[src/logic/sarc_pkg.sv]
// Purpose: Shared constants and types of the SAR conversion control block
// Assumes: 250 MHz system clock, synchronous active-high reset
// Notes:   Times are given in ns and turned into clock counts here
package sarc_pkg;

  localparam int RES_BITS = 16;
  localparam int CFG_BITS = 14;
  localparam int OUT_BITS = RES_BITS + CFG_BITS;
  localparam int IDX_W    = 4;
  localparam int DIN_CNT_W = 4;

  localparam int CLK_PERIOD_NS = 4;

  // Switches must be open before the arrays move to ground
  localparam int SW_OPEN_NS  = 8;
  localparam int SW_OPEN_CYC =
    (SW_OPEN_NS + CLK_PERIOD_NS - 1) / CLK_PERIOD_NS;
  localparam int OPEN_CNT_W  = 4;

  // One bit trial of the internal conversion clock
  localparam int TRIAL_NS  = 100;
  localparam int TRIAL_CYC =
    (TRIAL_NS + CLK_PERIOD_NS - 1) / CLK_PERIOD_NS;

  // Highest conversion rate, as the shortest start-to-start spacing
  localparam int MAX_RATE_KSPS = 250;
  localparam int MIN_CYCLE_NS  = 1000000 / MAX_RATE_KSPS;
  localparam int MIN_CYCLE_CYC = MIN_CYCLE_NS / CLK_PERIOD_NS;
  localparam int RATE_CNT_W    = 10;

  localparam logic [RES_BITS-1:0] MSB_MASK    = 16'h8000;
  localparam logic [RES_BITS-1:0] CODE_RESET  = 16'h0000;
  localparam logic [CFG_BITS-1:0] CFG_RESET   = 14'h3fff;
  localparam logic                SW_CLOSED   = 1'b1;

  typedef enum logic [1:0] {
    ST_ACQ,
    ST_OPEN,
    ST_TRIAL,
    ST_CODE
  } sarc_state_e;

  // Configuration word, first bit shifted in at the top
  typedef struct packed {
    logic       overwrite;
    logic [2:0] input_mode;
    logic [2:0] channel;
    logic       full_bw;
    logic [2:0] reference;
    logic [1:0] sequencer;
    logic       readback_n;
  } sarc_cfg_s;

  // Controls toward the analog core
  typedef struct packed {
    logic                sample_switch_pos;
    logic                sample_switch_neg;
    logic                array_input_connect;
    logic                converter_power_en;
    logic [RES_BITS-1:0] trial_code;
  } sarc_analog_s;

endpackage

[src/logic/sarc_sync2.sv]
// Purpose: Two-flop synchroniser for pins from outside the clock domain
// Assumes: Each bit is an independent level
// Notes:   Only q leaves this module; the first stage stays private
module sarc_sync2 #(
  parameter int W = 1
) (
  input  wire logic         clk,
  input  wire logic         rst,
  input  wire logic [W-1:0] d,
  output logic      [W-1:0] q
);

  logic [W-1:0] meta_r;

  always_ff @(posedge clk) begin
    if (rst) begin
      meta_r <= '0;
      q      <= '0;
    end else begin
      meta_r <= d;
      q      <= meta_r;
    end
  end

endmodule

[src/logic/sarc_tick.sv]
// Purpose: Divider giving a one-cycle enable every PERIOD clocks
// Assumes: clear restarts the period so the first tick is a full one
// Notes:   Used as the internal conversion clock
module sarc_tick #(
  parameter int PERIOD = 25,
  parameter int CNT_W  = 8
) (
  input  wire logic clk,
  input  wire logic rst,
  input  wire logic clear,
  output logic      tick
);

  logic [CNT_W-1:0] cnt_r;

  always_ff @(posedge clk) begin
    if (rst || clear) begin
      cnt_r <= '0;
      tick  <= 1'b0;
    end else if (cnt_r == CNT_W'(PERIOD - 1)) begin
      cnt_r <= '0;
      tick  <= 1'b1;
    end else begin
      cnt_r <= cnt_r + CNT_W'(1);
      tick  <= 1'b0;
    end
  end

endmodule

[src/logic/sarc_top.sv]
// Purpose: Control logic of a 16-bit successive-approximation converter
// Assumes: Pins and comparator are asynchronous and are synchronised here
// Notes:   Serial port is sampled, not clocked; serial clock is a plain pin
//
// Summary of operation
// - A rising edge on conversion_start ends acquisition and starts a conversion.
// - The sample switches open first, and only later are the arrays grounded.
// - Sixteen binary-weighted trials run from the MSB down to the LSB.
// - After the last trial acquisition resumes, then code and busy-low follow.
// - Trials are paced by an internal conversion clock, not the serial clock.
// - Unipolar inputs give straight binary codes.
// - Bipolar inputs give twos complement codes.
// - Over-range inputs give the top code without wrapping.
// - Under-range inputs give the bottom code.
// - A 14-bit configuration word is shifted in over the serial port.
// - The result can be read during or after conversion, with optional config.
// - The result read always belongs to the latest accepted conversion start.
// - Starts 1001 or more clocks apart are served and the converter sleeps in between.
// - With conversion_start low during conversion a busy level shows on data out.
// - Serial data moves MSB first on the host's serial clock.
module sarc_top
  import sarc_pkg::*;
(
  input  wire logic          clk,
  input  wire logic          rst,
  input  wire logic          conversion_start,
  input  wire logic          serial_clock,
  input  wire logic          serial_data_in,
  input  wire logic          comparator_keep,
  output sarc_analog_s       analog_ctrl,
  output logic [RES_BITS-1:0] result_code,
  output sarc_cfg_s          config_word,
  output logic               busy,
  output logic               serial_data_out,
  output logic               serial_data_out_en
);

  // Pin synchronisation and edge finding
  logic [3:0] pins_s;
  logic       cnv_s;
  logic       sck_s;
  logic       din_s;
  logic       keep_s;
  logic       cnv_d_r;
  logic       sck_d_r;
  logic       cnv_rise;
  logic       cnv_fall;
  logic       sck_rise;
  logic       sck_fall;

  sarc_sync2 #(
    .W (4)
  ) u_sync (
    .clk (clk),
    .rst (rst),
    .d   ({conversion_start, serial_clock, serial_data_in,
           comparator_keep}),
    .q   (pins_s)
  );
  assign {cnv_s, sck_s, din_s, keep_s} = pins_s;

  always_ff @(posedge clk) begin
    if (rst) begin
      cnv_d_r <= 1'b0;
      sck_d_r <= 1'b0;
    end else begin
      cnv_d_r <= cnv_s;
      sck_d_r <= sck_s;
    end
  end
  assign cnv_rise = cnv_s & ~cnv_d_r;
  assign cnv_fall = ~cnv_s & cnv_d_r;
  assign sck_rise = sck_s & ~sck_d_r;
  assign sck_fall = ~sck_s & sck_d_r;

  // Conversion sequencing
  sarc_state_e          state_r;
  logic [OPEN_CNT_W-1:0] open_cnt_r;
  logic [IDX_W-1:0]     bit_idx_r;
  logic [RATE_CNT_W-1:0] since_start_r;
  logic                 rate_ok;
  logic                 start;
  logic                 open_done;
  logic                 trial_tick;
  logic                 last_trial;
  logic [RES_BITS-1:0]  trial_r;
  logic [RES_BITS-1:0]  trial_nxt;
  logic [RES_BITS-1:0]  cur_bit;
  sarc_cfg_s            cfg_r;
  sarc_cfg_s            conv_cfg_r;
  logic                 unipolar;
  logic [RES_BITS-1:0]  code_nxt;

  // Starts closer than the fastest rate allows are dropped
  assign rate_ok    = since_start_r == RATE_CNT_W'(MIN_CYCLE_CYC);
  assign start      = cnv_rise && (state_r == ST_ACQ) && rate_ok;
  assign open_done  = (state_r == ST_OPEN) &&
                      (open_cnt_r == OPEN_CNT_W'(SW_OPEN_CYC - 1));
  assign last_trial = (state_r == ST_TRIAL) && trial_tick &&
                      (bit_idx_r == '0);

  // Internal conversion clock, restarted as the trials begin
  sarc_tick #(
    .PERIOD (TRIAL_CYC),
    .CNT_W  (8)
  ) u_conv_clk (
    .clk   (clk),
    .rst   (rst),
    .clear (state_r != ST_TRIAL),
    .tick  (trial_tick)
  );

  always_ff @(posedge clk) begin
    if (rst) begin
      since_start_r <= RATE_CNT_W'(MIN_CYCLE_CYC);
    end else if (start) begin
      since_start_r <= '0;
    end else if (!rate_ok) begin
      since_start_r <= since_start_r + RATE_CNT_W'(1);
    end
  end

  always_ff @(posedge clk) begin
    if (rst) begin
      state_r <= ST_ACQ;
    end else begin
      case (state_r)
        ST_ACQ: begin
          if (start) begin
            state_r <= ST_OPEN;
          end
        end
        ST_OPEN: begin
          if (open_done) begin
            state_r <= ST_TRIAL;
          end
        end
        ST_TRIAL: begin
          if (last_trial) begin
            state_r <= ST_CODE;
          end
        end
        ST_CODE: begin
          state_r <= ST_ACQ;
        end
        default: begin
          state_r <= ST_ACQ;
        end
      endcase
    end
  end

  always_ff @(posedge clk) begin
    if (rst || state_r != ST_OPEN) begin
      open_cnt_r <= '0;
    end else begin
      open_cnt_r <= open_cnt_r + OPEN_CNT_W'(1);
    end
  end

  // Decide the bit under trial, then try the next lower one
  assign cur_bit = RES_BITS'(1) << bit_idx_r;
  always_comb begin
    trial_nxt = trial_r;
    if (!keep_s) begin
      trial_nxt = trial_nxt & ~cur_bit;
    end
    if (bit_idx_r != '0) begin
      trial_nxt = trial_nxt | (cur_bit >> 1);
    end
  end

  always_ff @(posedge clk) begin
    if (rst) begin
      bit_idx_r <= '0;
    end else if (open_done) begin
      bit_idx_r <= IDX_W'(RES_BITS - 1);
    end else if (trial_tick && state_r == ST_TRIAL && bit_idx_r != '0) begin
      bit_idx_r <= bit_idx_r - IDX_W'(1);
    end
  end

  always_ff @(posedge clk) begin
    if (rst) begin
      trial_r <= CODE_RESET;
    end else if (open_done) begin
      trial_r <= MSB_MASK;
    end else if (trial_tick && state_r == ST_TRIAL) begin
      trial_r <= trial_nxt;
    end
  end

  // Switch and power sequencing toward the analog core
  logic sw_pos_r, sw_neg_r, arr_conn_r, pwr_r;
  always_ff @(posedge clk) begin
    if (rst) begin
      sw_pos_r   <= SW_CLOSED;
      sw_neg_r   <= SW_CLOSED;
      arr_conn_r <= 1'b1;
      pwr_r      <= 1'b0;
    end else if (start) begin
      sw_pos_r   <= ~SW_CLOSED;
      sw_neg_r   <= ~SW_CLOSED;
      pwr_r      <= 1'b1;
    end else if (open_done) begin
      arr_conn_r <= 1'b0;
    end else if (last_trial) begin
      sw_pos_r   <= SW_CLOSED;
      sw_neg_r   <= SW_CLOSED;
      arr_conn_r <= 1'b1;
      pwr_r      <= 1'b0;
    end
  end
  assign analog_ctrl = {sw_pos_r, sw_neg_r, arr_conn_r, pwr_r, trial_r};

  // Saturation falls out of the search: all keeps give all ones and
  // no keeps give zero, so flipping the MSB never wraps in bipolar
  assign unipolar = conv_cfg_r.input_mode[2];
  assign code_nxt = unipolar ? trial_r : (trial_r ^ MSB_MASK);

  always_ff @(posedge clk) begin
    if (rst) begin
      result_code <= CODE_RESET;
    end else if (state_r == ST_CODE) begin
      result_code <= code_nxt;
    end
  end

  always_ff @(posedge clk) begin
    if (rst) begin
      busy <= 1'b0;
    end else if (start) begin
      busy <= 1'b1;
    end else if (state_r == ST_CODE) begin
      busy <= 1'b0;
    end
  end

  // Configuration input
  logic [DIN_CNT_W-1:0] din_cnt_r;
  logic [CFG_BITS-1:0]  din_sh_r;
  logic [CFG_BITS-1:0]  din_word;
  logic                 din_take;

  assign din_take = ~cnv_s && sck_rise &&
                    (din_cnt_r < DIN_CNT_W'(CFG_BITS));
  assign din_word = {din_sh_r[CFG_BITS-2:0], din_s};

  always_ff @(posedge clk) begin
    if (rst || cnv_fall) begin
      din_cnt_r <= '0;
      din_sh_r  <= '0;
    end else if (din_take) begin
      din_cnt_r <= din_cnt_r + DIN_CNT_W'(1);
      din_sh_r  <= din_word;
    end
  end

  // Word only takes effect when its top bit asks to overwrite
  always_ff @(posedge clk) begin
    if (rst) begin
      cfg_r <= sarc_cfg_s'(CFG_RESET);
    end else if (din_take && din_cnt_r == DIN_CNT_W'(CFG_BITS - 1) &&
                 din_word[CFG_BITS-1]) begin
      cfg_r <= sarc_cfg_s'(din_word);
    end
  end
  assign config_word = cfg_r;

  // Settings in force for the conversion now running
  always_ff @(posedge clk) begin
    if (rst) begin
      conv_cfg_r <= sarc_cfg_s'(CFG_RESET);
    end else if (start) begin
      conv_cfg_r <= cfg_r;
    end
  end

  // Result output
  logic [OUT_BITS-1:0] out_sh_r;
  logic [OUT_BITS-1:0] out_load;
  logic [OUT_BITS-1:0] out_done;
  logic                lead_r;
  logic                busy_mode_r;
  logic                sdo_nxt;
  assign out_load = {result_code, conv_cfg_r.readback_n ?
                     CFG_BITS'(0) : CFG_BITS'(conv_cfg_r)};
  assign out_done = {code_nxt, conv_cfg_r.readback_n ?
                     CFG_BITS'(0) : CFG_BITS'(conv_cfg_r)};
  // Host held start low while converting: show busy on data out
  always_ff @(posedge clk) begin
    if (rst || start) begin
      busy_mode_r <= 1'b0;
    end else if (~cnv_s && state_r != ST_ACQ) begin
      busy_mode_r <= 1'b1;
    end
  end

  // A read begun before completion is reloaded with the new result at completion
  always_ff @(posedge clk) begin
    if (rst) begin
      out_sh_r <= '0;
      lead_r   <= 1'b0;
    end else if (state_r == ST_CODE) begin
      out_sh_r <= out_done;
      lead_r   <= busy_mode_r;
    end else if (cnv_fall && state_r == ST_ACQ) begin
      out_sh_r <= out_load;
      lead_r   <= 1'b0;
    end else if (~cnv_s && sck_fall && !(busy && busy_mode_r)) begin
      if (lead_r) begin
        lead_r <= 1'b0;
      end else begin
        out_sh_r <= {out_sh_r[OUT_BITS-2:0], 1'b0};
      end
    end
  end

  always_comb begin
    if (busy && busy_mode_r) begin
      sdo_nxt = 1'b1;
    end else if (lead_r) begin
      sdo_nxt = 1'b0;
    end else begin
      sdo_nxt = out_sh_r[OUT_BITS-1];
    end
  end

  always_ff @(posedge clk) begin
    if (rst) begin
      serial_data_out    <= 1'b0;
      serial_data_out_en <= 1'b0;
    end else begin
      serial_data_out    <= sdo_nxt;
      serial_data_out_en <= ~cnv_s;
    end
  end

endmodule

[config.mk]
export PLATFORM = sky130hd
export DESIGN_NAME = sarc_top
export DESIGN_NICKNAME = d
export VERILOG_FILES = /design/src/logic/sarc_pkg.sv /design/src/logic/sarc_sync2.sv /design/src/logic/sarc_tick.sv /design/src/logic/sarc_top.sv
export SDC_FILE = /design/constraint.sdc
export NUM_CORES = 1
export LEC_CHECK = 0
export BUFFER_PORTS_ARGS = -buffer_cell sky130_fd_sc_hd__buf_2
export CORE_MARGIN = 10
export CORE_UTILIZATION = 59
export DETAILED_ROUTE_END_ITERATION = 8
export PLACE_DENSITY = 0.79
export SETUP_SLACK_MARGIN = 0.2
export SLEW_MARGIN = 40
export SYNTH_ARGS = -nofsm -noshare
export SYNTH_HDL_FRONTEND = slang
export SYNTH_SLANG_ARGS = --single-unit
[constraint.sdc]
create_clock -name clk -period 2.3 [get_ports clk]
set_input_delay 0.345 -clock clk [delete_from_list [all_inputs] [get_ports clk]]
set_output_delay 0.345 -clock clk [all_outputs]
set_load 0.01 [all_outputs]
### Yosys cells after proc, flatten, opt, wreduce, memory -nomap -nowiden

Index checks and enable logic that the tools add are counted.

| word-level totals | value |
|---|---|
| register bits after elaboration | 154 |
| latch bits | 0 |
| bits in writable memories | 0 |
| memory bits (read-only) | 0 |
| input bits | 6 |
| output and inout bits | 53 |
| memories kept | 0 |

| operators by class | value |
|---|---|
| add/sub/neg operators | 5 |
| multipliers | 0 |
| divide/modulo/power cells | 0 |
| order comparisons | 1 |
| equality and inequality tests | 15 |
| shift operators | 1 |
| muxes and demuxes | 33 |
| bitwise gates (word level) | 13 |
| reductions and logical operators | 37 |

Operators with widths:

| cell | number |
|---|---|
| $mux W30 | 4 |
| $mux W16 | 5 |
| $mux W10 | 2 |
| $and A16 B16 Y16 | 1 |
| $not A16 Y16 | 1 |
| $or A16 B15 Y16 | 1 |
| $shl A1 B4 Y16 const A | 1 |
| $logic_and A1 B1 Y1 | 15 |
| $mux W1 | 15 |
| $mux W14 | 1 |
| $reduce_bool A2 Y1 | 6 |
| $add A10 B1 Y10 const B | 1 |
| $eq A10 B10 Y1 const B | 1 |
| $ne A2 B2 Y1 const B | 5 |
| $add A4 B1 Y4 const B | 2 |
| $add A8 B1 Y8 const B | 1 |
| $eq A8 B5 Y1 const B | 1 |
| $mux W4 | 2 |
| $pmux W2 S4 | 1 |
| $mux W2 | 3 |
| $not A1 Y1 | 6 |
| $reduce_and A2 Y1 | 3 |
| $reduce_or A2 Y1 | 3 |
| $and A1 B1 Y1 | 4 |
| other kinds (15) | 20 |

### Logic depth before layout (Yosys ltp)

Gate-level depths: netlist (run 1).

| logic depth | value |
|---|---|
| word-level depth | 8 |
| depth in mapped cells | 9 |
| mapped depth without buffers | 6 |

### Hierarchy

From an unflattened synthesis (run 1), not the netlist that was laid out.

| unflattened totals | value |
|---|---|
| cell total of the unflattened synthesis | 705 |
| area, all modules | 6,338.6 um^2 |

By module, submodules not included:

| module | times used | cells each | area each (um^2) |
|---|---|---|---|
| sarc_top | 1 | 642 | 5,720.5 |
| sarc_tick | 1 | 47 | 407.9 |
| sarc_sync2 | 1 | 16 | 210.2 |

### Worst setup path after synthesis (run 1)

OpenSTA, ideal clock, no wires.

| timing path | value |
|---|---|
| path type | reg-to-reg |
| from | register state_r[0] |
| to | register state_r[1] |
| library setup time | 72 ps |
| arrival time | 1,943 ps |
| setup slack | 285 ps |
| cell stages (with the launch flop) | 8 |
| clock period less this slack | 2,015 ps |
| cells stage by stage | dfxtp_1 > inv_1 > ha_1 > nand3b_1 > or4_1 > buf_6 > a222oi_1 > mux2i_1 |

| between the ends | value |
|---|---|
| word-level cells in the longest chain between the ends | 5 |
| elaborated cells on any way between the ends | 14 |
| classes of those cells | eq/ne: 6; mux: 1; reduce/logical: 7 |

Ends and longest elaborated chain:

| item | line | source |
|---|---|---|
| from (decl) | sarc_top.sv:77 | `sarc_state_e state_r;` |
| from (signal assigned) | sarc_top.sv:125 | `state_r <= ST_ACQ;` |
| from (signal assigned) | sarc_top.sv:130 | `state_r <= ST_OPEN;` |
| from (signal assigned) | sarc_top.sv:135 | `state_r <= ST_TRIAL;` |
| $eq A2 B2 Y1 or $logic_not A2 Y1 (tied branches) | sarc_top.sv:99, sarc_top.sv:127, sarc_top.sv:96 |  |
| $logic_and A1 B1 Y1, on equally long branches (2 in series) | sarc_top.sv:99, sarc_top.sv:96 |  |
| $ne A2 B2 Y1 (no source line) | - |  |
| $reduce_and A3 Y1 (no source line) | - |  |

Several ways; a longest one is shown, not always the timed one.
A chain may end at the register's enable or synchronous reset.

### Worst setup path in the final report (run 1)

Ends and elaborated chain as after synthesis.

==> Flow_metrics.wiki, run 1 <==
{| class="wikitable"
! Metric !! Value
|-
| Result of the run || completed
|-
| Wire length per cell || 16.7 um
|-
| Total clock sinks || 153
|-
| Startpoint Class || flip-flop
|-
| Number of buffers and inverters on the critical path || 2
|-
| Distinct cells, synth || 57
|-
| # Max-Cap Violations || 0
|-
| Core area || 0.0104 mm2
|-
| ANT cells || 0
|-
| Net count reported at finish || 760
|-
| Worst clock skew on the final layout || 0.00546 ns
|-
| Detailed-route vias per instance || 5.72
|-
| Total negative slack for setup checks || 0 ns
|-
| Area share of the largest cell type after synthesis || 48.6%
|-
| Detailed Route WL || 14,800 um
|-
| Post-synth EDFFs || 0
|-
| Number of failing setup endpoints in the final timing report || 0
|-
| Number of slew-limit violations in the final report || 0
|-
| Syn nets || 728
|-
| Crit path DAT || 2.48 ns
|-
| Crit-path cells || inv_2 -> ha_4 -> nand3b_1 -> or4_4 -> a222oi_1 -> buf_4 -> mux2i_1
|-
| Detailed-placement wirelength estimate || 9840 um
|-
| Count of input and output buffers || 58
|-
| Vias after detailed routing || 5,059
|-
| Warning count from the yosys run || 0
|-
| Mean instance size in the synthesized netlist || 8.96 um2
|-
| Total power divided by cell area || 921 mW/mm2
|-
| Netlist area before placement || 0.00630 mm2
|-
| Unrepaired setup endpoints after global routing || yes
|-
| Primary flip-flop cell chosen by synthesis mapping || sky130_fd_sc_hd__dfxtp_1
|-
| Max H-tree Level || 4
|-
| Crit Path Max Fanout || 4
|-
| Die outline height || 123 um
|-
| Category of cells accounting for the largest share of critical-path delay || simple AND/OR/NAND/NOR gates
|-
| Critical Path Source || state_r[0]
|-
| Lkg Pwr || 0.00298 uW
|-
| Worst skew pair latency || 0.52 ns
|-
| Number of global-route vias before repair || 4,929
|-
| First-pass iteration count of the detailed router || 5
|-
| Antenna Nets Post-Route || 0
|-
| Top cells by instance count after synthesis || 153 x sky130_fd_sc_hd__dfxtp_1, 126 x sky130_fd_sc_hd__nand2_1, 63 x sky130_fd_sc_hd__a21oi_1
|-
| Portion of the clock cycle consumed by the worst path in the final layout || 88.6%
|-
| Pin count of the biggest net entering global routing || 33
|-
| Class of the worst hold path || input port to flip-flop
|-
| Biggest area contributors in the synthesized netlist || sky130_fd_sc_hd__dfxtp_1 49%, sky130_fd_sc_hd__nand2_1 7.5%, sky130_fd_sc_hd__mux2i_1 6.7%, sky130_fd_sc_hd__a21oi_1 5.0%, sky130_fd_sc_hd__ha_1 3.6%
|-
| CTS tree || yes
|-
| Number of buffers between clock root and the deepest sink || 2
|-
| Flop and latch count out of synthesis || 153
|-
| Max stage delay on crit path || 0.51 ns
|-
| Reg2Reg Launch Point || state_r[0]
|-
| GRT Resource Usage Total || 19.4%
|-
| Endpoint class of the critical path || flip-flop
|-
| Worst-path clk slew || 0.07 ns
|-
| Floorplan die area || 0.0152 mm2
|-
| Slowest cell on crit path || sky130_fd_sc_hd__or4_4
|-
| Slew @ Worst Pin || 0.659 ns
|-
| Global-route wire length before repair || 23,900 um
|-
| Final Critical Period || 2.04 ns
|-
| Largest area contributor in the netlist || sky130_fd_sc_hd__dfxtp_1
|-
| Die extent in x || 123 um
|-
| Worst slew margin relative to its limit || 56.1%
|-
| Total of fill cells in the finished design || 785
|-
| Leading cell type by number of instances after synthesis || sky130_fd_sc_hd__dfxtp_1
|-
| TritonCTS Buffers || 17
|-
| Category of the critical setup timing path || flip-flop to flip-flop
|-
| Synth async-reset ratio || 0%
|-
| Global placement routability congestion || 0.911
|-
| Peak ir drop on the vdd network || 474 uV
|-
| Layout Area Growth over Synthesis || 15.0%
|-
| Number of hold violations in the final report || 0
|-
| Antenna violations before repair || 0
|-
| Total grt overflow || 0
|-
| Number of DRC markers after the initial detailed-route iteration || 535
|-
| Std-Cell Rows || 37
|-
| I/O pin count || 59
|-
| Drc violations || 0
|-
| Layout cell share with drive strength beyond 1 || 15.9%
|-
| Post-route cell area || 0.00725 mm2
|-
| Sequential-to-total area share from yosys stat || 48.6%
|-
| Root Buffer Master || sky130_fd_sc_hd__clkbuf_8
|-
| Cells after Synth || 704
|-
| DP Area || 0.00657 mm2
|-
| Effective utilization at floorplan || 60.8%
|-
| Startpoint of the lowest-slack hold path || serial_data_in
|-
| Required time worst endpoint || 2.74 ns
|-
| Peak clock frequency supported by timing || 491 MHz
|}
final timing paths:
kind,end,slack [ns],cells past startpoint
setup / recovery,state_r[1],0.26,7
hold / removal,u_sync.meta_r[1],0.03,2
setup reg to reg,state_r[1],0.26,7
hold reg to reg,u_sync.q[0],0.44,1
cell type report:
type / count / area [um2] / area share, %
clock buffers: 17 / 414 / 5.71
clock inverters: 15 / 238 / 3.28
inverters: 16 / 60.1 / 0.828
multi-input cells: 476 / 2900 / 40.0
flip-flops and latches: 153 / 3060 / 42.3
well taps: 136 / 170 / 2.35
repair buffers: 72 / 408 / 5.63
worst register-to-register path, stage by stage (launching register included):
cell                       delay [ns]
sky130_fd_sc_hd__dfxtp_1         0.36
sky130_fd_sc_hd__inv_2           0.12
sky130_fd_sc_hd__ha_4            0.16
sky130_fd_sc_hd__nand3b_1        0.11
sky130_fd_sc_hd__or4_4           0.51
sky130_fd_sc_hd__a222oi_1        0.35
sky130_fd_sc_hd__buf_4           0.18
sky130_fd_sc_hd__mux2i_1         0.19
cell families (layout without fill, tap and decap cells):
group	Yosys count	in the layout	synth area share (%)
AO/OA/AOI/OAI	147	147	14.3
XOR/XNOR	18	18	2.50
adder cells (fa/ha/maj)	18	18	3.57
buffers and inverters	75	120	5.89
flip-flops	153	153	48.6
multiplexers	42	42	6.67
AND/OR/NAND/NOR	251	251	18.5
metal layers:
metal	global-route usage [%]	vias up	wire, um
li1	-	2474	-
met1	23.1	2416	6390
met2	33.4	150	7300
met3	4.65	19	892
met5	0	-	0
met4	6.77	0	193
timing repair:
action	CTS	global route
resized for setup	1	5
buffers inserted	1	0
hold buffers	0	0
endpoints found under the setup margin	2	11
gates cloned	0	0
pin swaps	1	1
power breakdown:
group          total, uW  switching, uW  internal, uW
Clock               3030           1130          1900
Combinational        747            435           312
Sequential          2900            119          2780
Total               6670           1680          4990
flip-flops by register name, indices dropped and copies added (netlist names), 2 cells and up:
name / cells
open_cnt_r: 4
state_r: 2
since_start_r: 10
conv_cfg_r: 14
out_sh_r: 29
config_word: 14
din_sh_r: 13
u_conv_clk.cnt_r: 8
bit_idx_r: 4
u_sync.q: 4
trial_r: 16
result_code: 16
din_cnt_r: 4
u_sync.meta_r: 4
stage by stage:
step	power [uW]	util [%]	setup slack [ns]	hold WS [ns]	cells
3_3_place_gp	3590	63.4	0.320	0.420	852
6_report	6670	69.9	0.263	0.0290	885
4_1_cts	6680	69.7	0.217	0.0150	885
5_1_grt	6930	69.9	0.174	0.0283	885
2_1_floorplan	3470	-	0.285	0.414	704
3_5_place_dp	3630	63.4	0.153	0.432	852
cells in the final DEF (no fill, tap or decap), types with 5 or more instances in the layout:
| cell type | Yosys | routed |
|---|---|---|
| sky130_fd_sc_hd__buf_2 | 6 | 58 |
| sky130_fd_sc_hd__clkbuf_16 | 0 | 16 |
| sky130_fd_sc_hd__nor2_1 | 29 | 29 |
| sky130_fd_sc_hd__bufinv_16 | 0 | 5 |
| sky130_fd_sc_hd__a21oi_1 | 63 | 63 |
| sky130_fd_sc_hd__a22o_1 | 15 | 15 |
| sky130_fd_sc_hd__mux2i_1 | 42 | 42 |
| sky130_fd_sc_hd__nand2_1 | 126 | 126 |
| sky130_fd_sc_hd__o2bb2ai_1 | 5 | 5 |
| sky130_fd_sc_hd__dfxtp_1 | 153 | 153 |
| sky130_fd_sc_hd__inv_1 | 14 | 12 |
| sky130_fd_sc_hd__buf_4 | 20 | 13 |
| sky130_fd_sc_hd__o21ai_0 | 35 | 35 |
| sky130_fd_sc_hd__nand3b_1 | 6 | 6 |
| sky130_fd_sc_hd__nor3_1 | 11 | 11 |
| sky130_fd_sc_hd__nor2b_1 | 10 | 10 |
| sky130_fd_sc_hd__nand3_1 | 38 | 38 |
| sky130_fd_sc_hd__nand2b_1 | 7 | 7 |
| sky130_fd_sc_hd__xor2_1 | 8 | 8 |
| sky130_fd_sc_hd__xnor2_1 | 10 | 10 |
| sky130_fd_sc_hd__a211oi_1 | 9 | 9 |
| sky130_fd_sc_hd__ha_1 | 18 | 17 |
Power figures use the tool's default switching activity.
==> inputs of run 2 (changes only) <==
--- a/config.mk
+++ b/config.mk
@@ -9,7 +9,7 @@
 export CORE_MARGIN = 10
 export CORE_UTILIZATION = 59
 export DETAILED_ROUTE_END_ITERATION = 8
-export PLACE_DENSITY = 0.79
+export PLACE_DENSITY_LB_ADDON = 0.15
 export SETUP_SLACK_MARGIN = 0.2
 export SLEW_MARGIN = 40
 export SYNTH_ARGS = -nofsm -noshare
==> constraint.sdc (replaced) <==
create_clock -name clk -period 2 [get_ports clk]
set_input_delay 0.3 -clock clk [delete_from_list [all_inputs] [get_ports clk]]
set_output_delay 0.3 -clock clk [all_outputs]
set_load 0.01 [all_outputs]
==> Flow_metrics.wiki, run 2 (synthesis gave the netlist of run 1 again) <==
{| class="wikitable"
! Metric !! Value
|-
| Startpoint of the lowest-slack hold path || serial_data_in
|-
| CTS tree || yes
|-
| Peak ir drop on the vdd network || 556 uV
|-
| GRT Resource Usage Total || 20.0%
|-
| Lkg Pwr || 0.00321 uW
|-
| Startpoint Class || flip-flop
|-
| Total grt overflow || 0
|-
| Die outline height || 123 um
|-
| Leading cell type in the layout, fill and taps excluded || sky130_fd_sc_hd__dfxtp_1
|-
| Worst skew pair latency || 0.53 ns
|-
| Total negative slack for setup checks || 0 ns
|-
| Core area || 0.0104 mm2
|-
| Largest registers || out_sh_r (29), result_code (16), trial_r (16)
|-
| Worst slew margin relative to its limit || 54.7%
|-
| I/O pin count || 59
|-
| Category of cells accounting for the largest share of critical-path delay || simple AND/OR/NAND/NOR gates
|-
| Final Critical Period || 2.00 ns
|-
| Net count reported at finish || 793
|-
| First-pass iteration count of the detailed router || 5
|-
| Portion of the clock cycle consumed by the worst path in the final layout || 99.9%
|-
| Critical Path Source || since_start_r[1]
|-
| Std-Cell Rows || 37
|-
| Number of cells after detailed placement || 860
|-
| Final-layout worst hold slack || -0.00149 ns
|-
| Category of the critical setup timing path || flip-flop to flip-flop
|-
| Peak clock frequency supported by timing || 500 MHz
|-
| Detailed-placement wirelength estimate || 9950 um
|-
| Effective utilization at floorplan || 60.8%
|-
| Worst slack at placement || 0.00542 ns
|-
| Max H-tree Level || 4
|-
| Detailed-route vias per instance || 5.87
|-
| Global placement routability congestion || 0.886
|-
| Number of failing setup endpoints in the final timing report || 0
|-
| Number of slew-limit violations in the final report || 0
|-
| Final standard cell count with taps included and fillers excluded || 918
|-
| Worst-path clk slew || 0.06 ns
|-
| Drc violations || 0
|-
| ANT cells || 0
|-
| Max stage delay on crit path || 0.54 ns
|-
| Worst clock skew on the final layout || 0.00600 ns
|-
| Pin count of the biggest net entering global routing || 35
|-
| Unrepaired setup endpoints after global routing || yes
|-
| Layout cell share with drive strength beyond 1 || 25.8%
|-
| TritonCTS Buffers || 17
|-
| Endpoint class of the critical path || flip-flop
|-
| Count of input and output buffers || 58
|-
| Required time worst endpoint || 2.44 ns
|-
| Detailed Route WL || 16,300 um
|-
| Crit Path Max Fanout || 2
|-
| Most frequent cells in the layout || 147 x sky130_fd_sc_hd__dfxtp_1, 111 x sky130_fd_sc_hd__nand2_1, 62 x sky130_fd_sc_hd__a21oi_1, 59 x sky130_fd_sc_hd__buf_2, 41 x sky130_fd_sc_hd__mux2i_1
|-
| Slowest cell on crit path || sky130_fd_sc_hd__or4_4
|-
| Worst Slack Setup Final || 0.00109 ns
|-
| Class of the worst hold path || input port to flip-flop
|-
| Wire length per cell || 17.8 um
|-
| Number of hold violations in the final report || 1
|-
| Total clock sinks || 153
|-
| Antenna Nets Post-Route || 0
|-
| Number of global-route vias before repair || 4,964
|-
| Antenna violations before repair || 0
|-
| Violations in the final reports || hold timing
|-
| Global-route wire length before repair || 24,600 um
|-
| Number of buffers and inverters on the critical path || 2
|-
| Number of DRC markers after the initial detailed-route iteration || 556
|-
| Die extent in x || 123 um
|-
| Result of the run || finished, violations left
|-
| Layout Area Growth over Synthesis || 25.3%
|-
| Total power divided by cell area || 1020 mW/mm2
|-
| Vias after detailed routing || 5,389
|-
| Flip-flop count of the largest register after layout || 29
|-
| Root Buffer Master || sky130_fd_sc_hd__clkbuf_8
|-
| Biggest register || out_sh_r
|-
| Crit path DAT || 2.44 ns
|-
| Reg2Reg Launch Point || since_start_r[1]
|-
| Crit-path cells || inv_2 -> ha_4 -> nand3b_1 -> or4_4 -> a222oi_1 -> buf_4 -> mux2i_1
|-
| Slew @ Worst Pin || 0.670 ns
|-
| Number of buffers between clock root and the deepest sink || 2
|-
| # Max-Cap Violations || 0
|-
| Floorplan die area || 0.0152 mm2
|}
run 2: cell count changes in the layout (fill, tap and decap cells not counted), sizes merged:
| cell | change |
|---|---|
| dlygate4sd3 | +3 |
| clkinvlp | +1 |
| inv | -2 |
| clkbuf | +4 |
| buf | +28 |
| bufinv | -1 |
run 2: layout make-up:
type                       instances  area [um2]
fill                             688        2470
timing repair buffer             105         779
inverter                          16        60.1
multi-input combinational        476        3180
clock inverter                    13         191
sequential                       153        3070
clock buffer                      19         442
tap                              136         170
run 2: what timing repair did:
action / 4_1_cts / 5_1_grt
pin swaps: 2 / 31
setup buffers: 7 / 12
resized for setup: 10 / 72
endpoints found under the hold margin: 3 / 0
hold buffers: 3 / 0
gates cloned: 0 / 4
setup endpoints to repair: 31 / 73
run 2: worst register-to-register path: stages, from the launching register on:
cell and delay (ns):
sky130_fd_sc_hd__dfxtp_2 0.33, sky130_fd_sc_hd__inv_2 0.06, sky130_fd_sc_hd__ha_4 0.12, sky130_fd_sc_hd__nand3b_1 0.11
sky130_fd_sc_hd__or4_4 0.54, sky130_fd_sc_hd__a222oi_1 0.36, sky130_fd_sc_hd__buf_4 0.19, sky130_fd_sc_hd__mux2i_1 0.21
run 2: layer usage:
layer  routed length, um  part of all wire, %  GRT usage, %  up-vias
li1                    -                    -             -     2542
met1                6700                   41          24.6     2590
met2                8120                   50          33.8      219
met3                1150                  7.0          4.97       38
met4                 358                  2.2          6.04        0
met5                   0                    0             0        -
run 2: path summary, 6_finish.rpt:
path                                    endpoint  slack (ns)  cells after the start
worst max register to register        state_r[1]       0.001                      7
worst min register to register       u_sync.q[1]        0.45                      1
worst min-delay path            u_sync.meta_r[1]      -0.001                      2
worst max-delay path                  state_r[1]       0.001                      7
run 2: metrics by stage:
stage / utilization (%) / total power [uW] / cell area, um2
after floorplan: - / 4020 / 6340
after global placement: 64.5 / 4180 / 6680
after detailed placement: 64.5 / 4230 / 6690
after CTS: 71.8 / 7710 / 7440
after global routing: 76.2 / 8380 / 7900
final: 76.2 / 8070 / 7900
run 2: power breakdown:
part	total (uW)	internal [uW]	switching [uW]
Clock	3390	2110	1280
Sequential	3350	3210	142
Combinational	1340	635	702
Total	8070	5950	2120
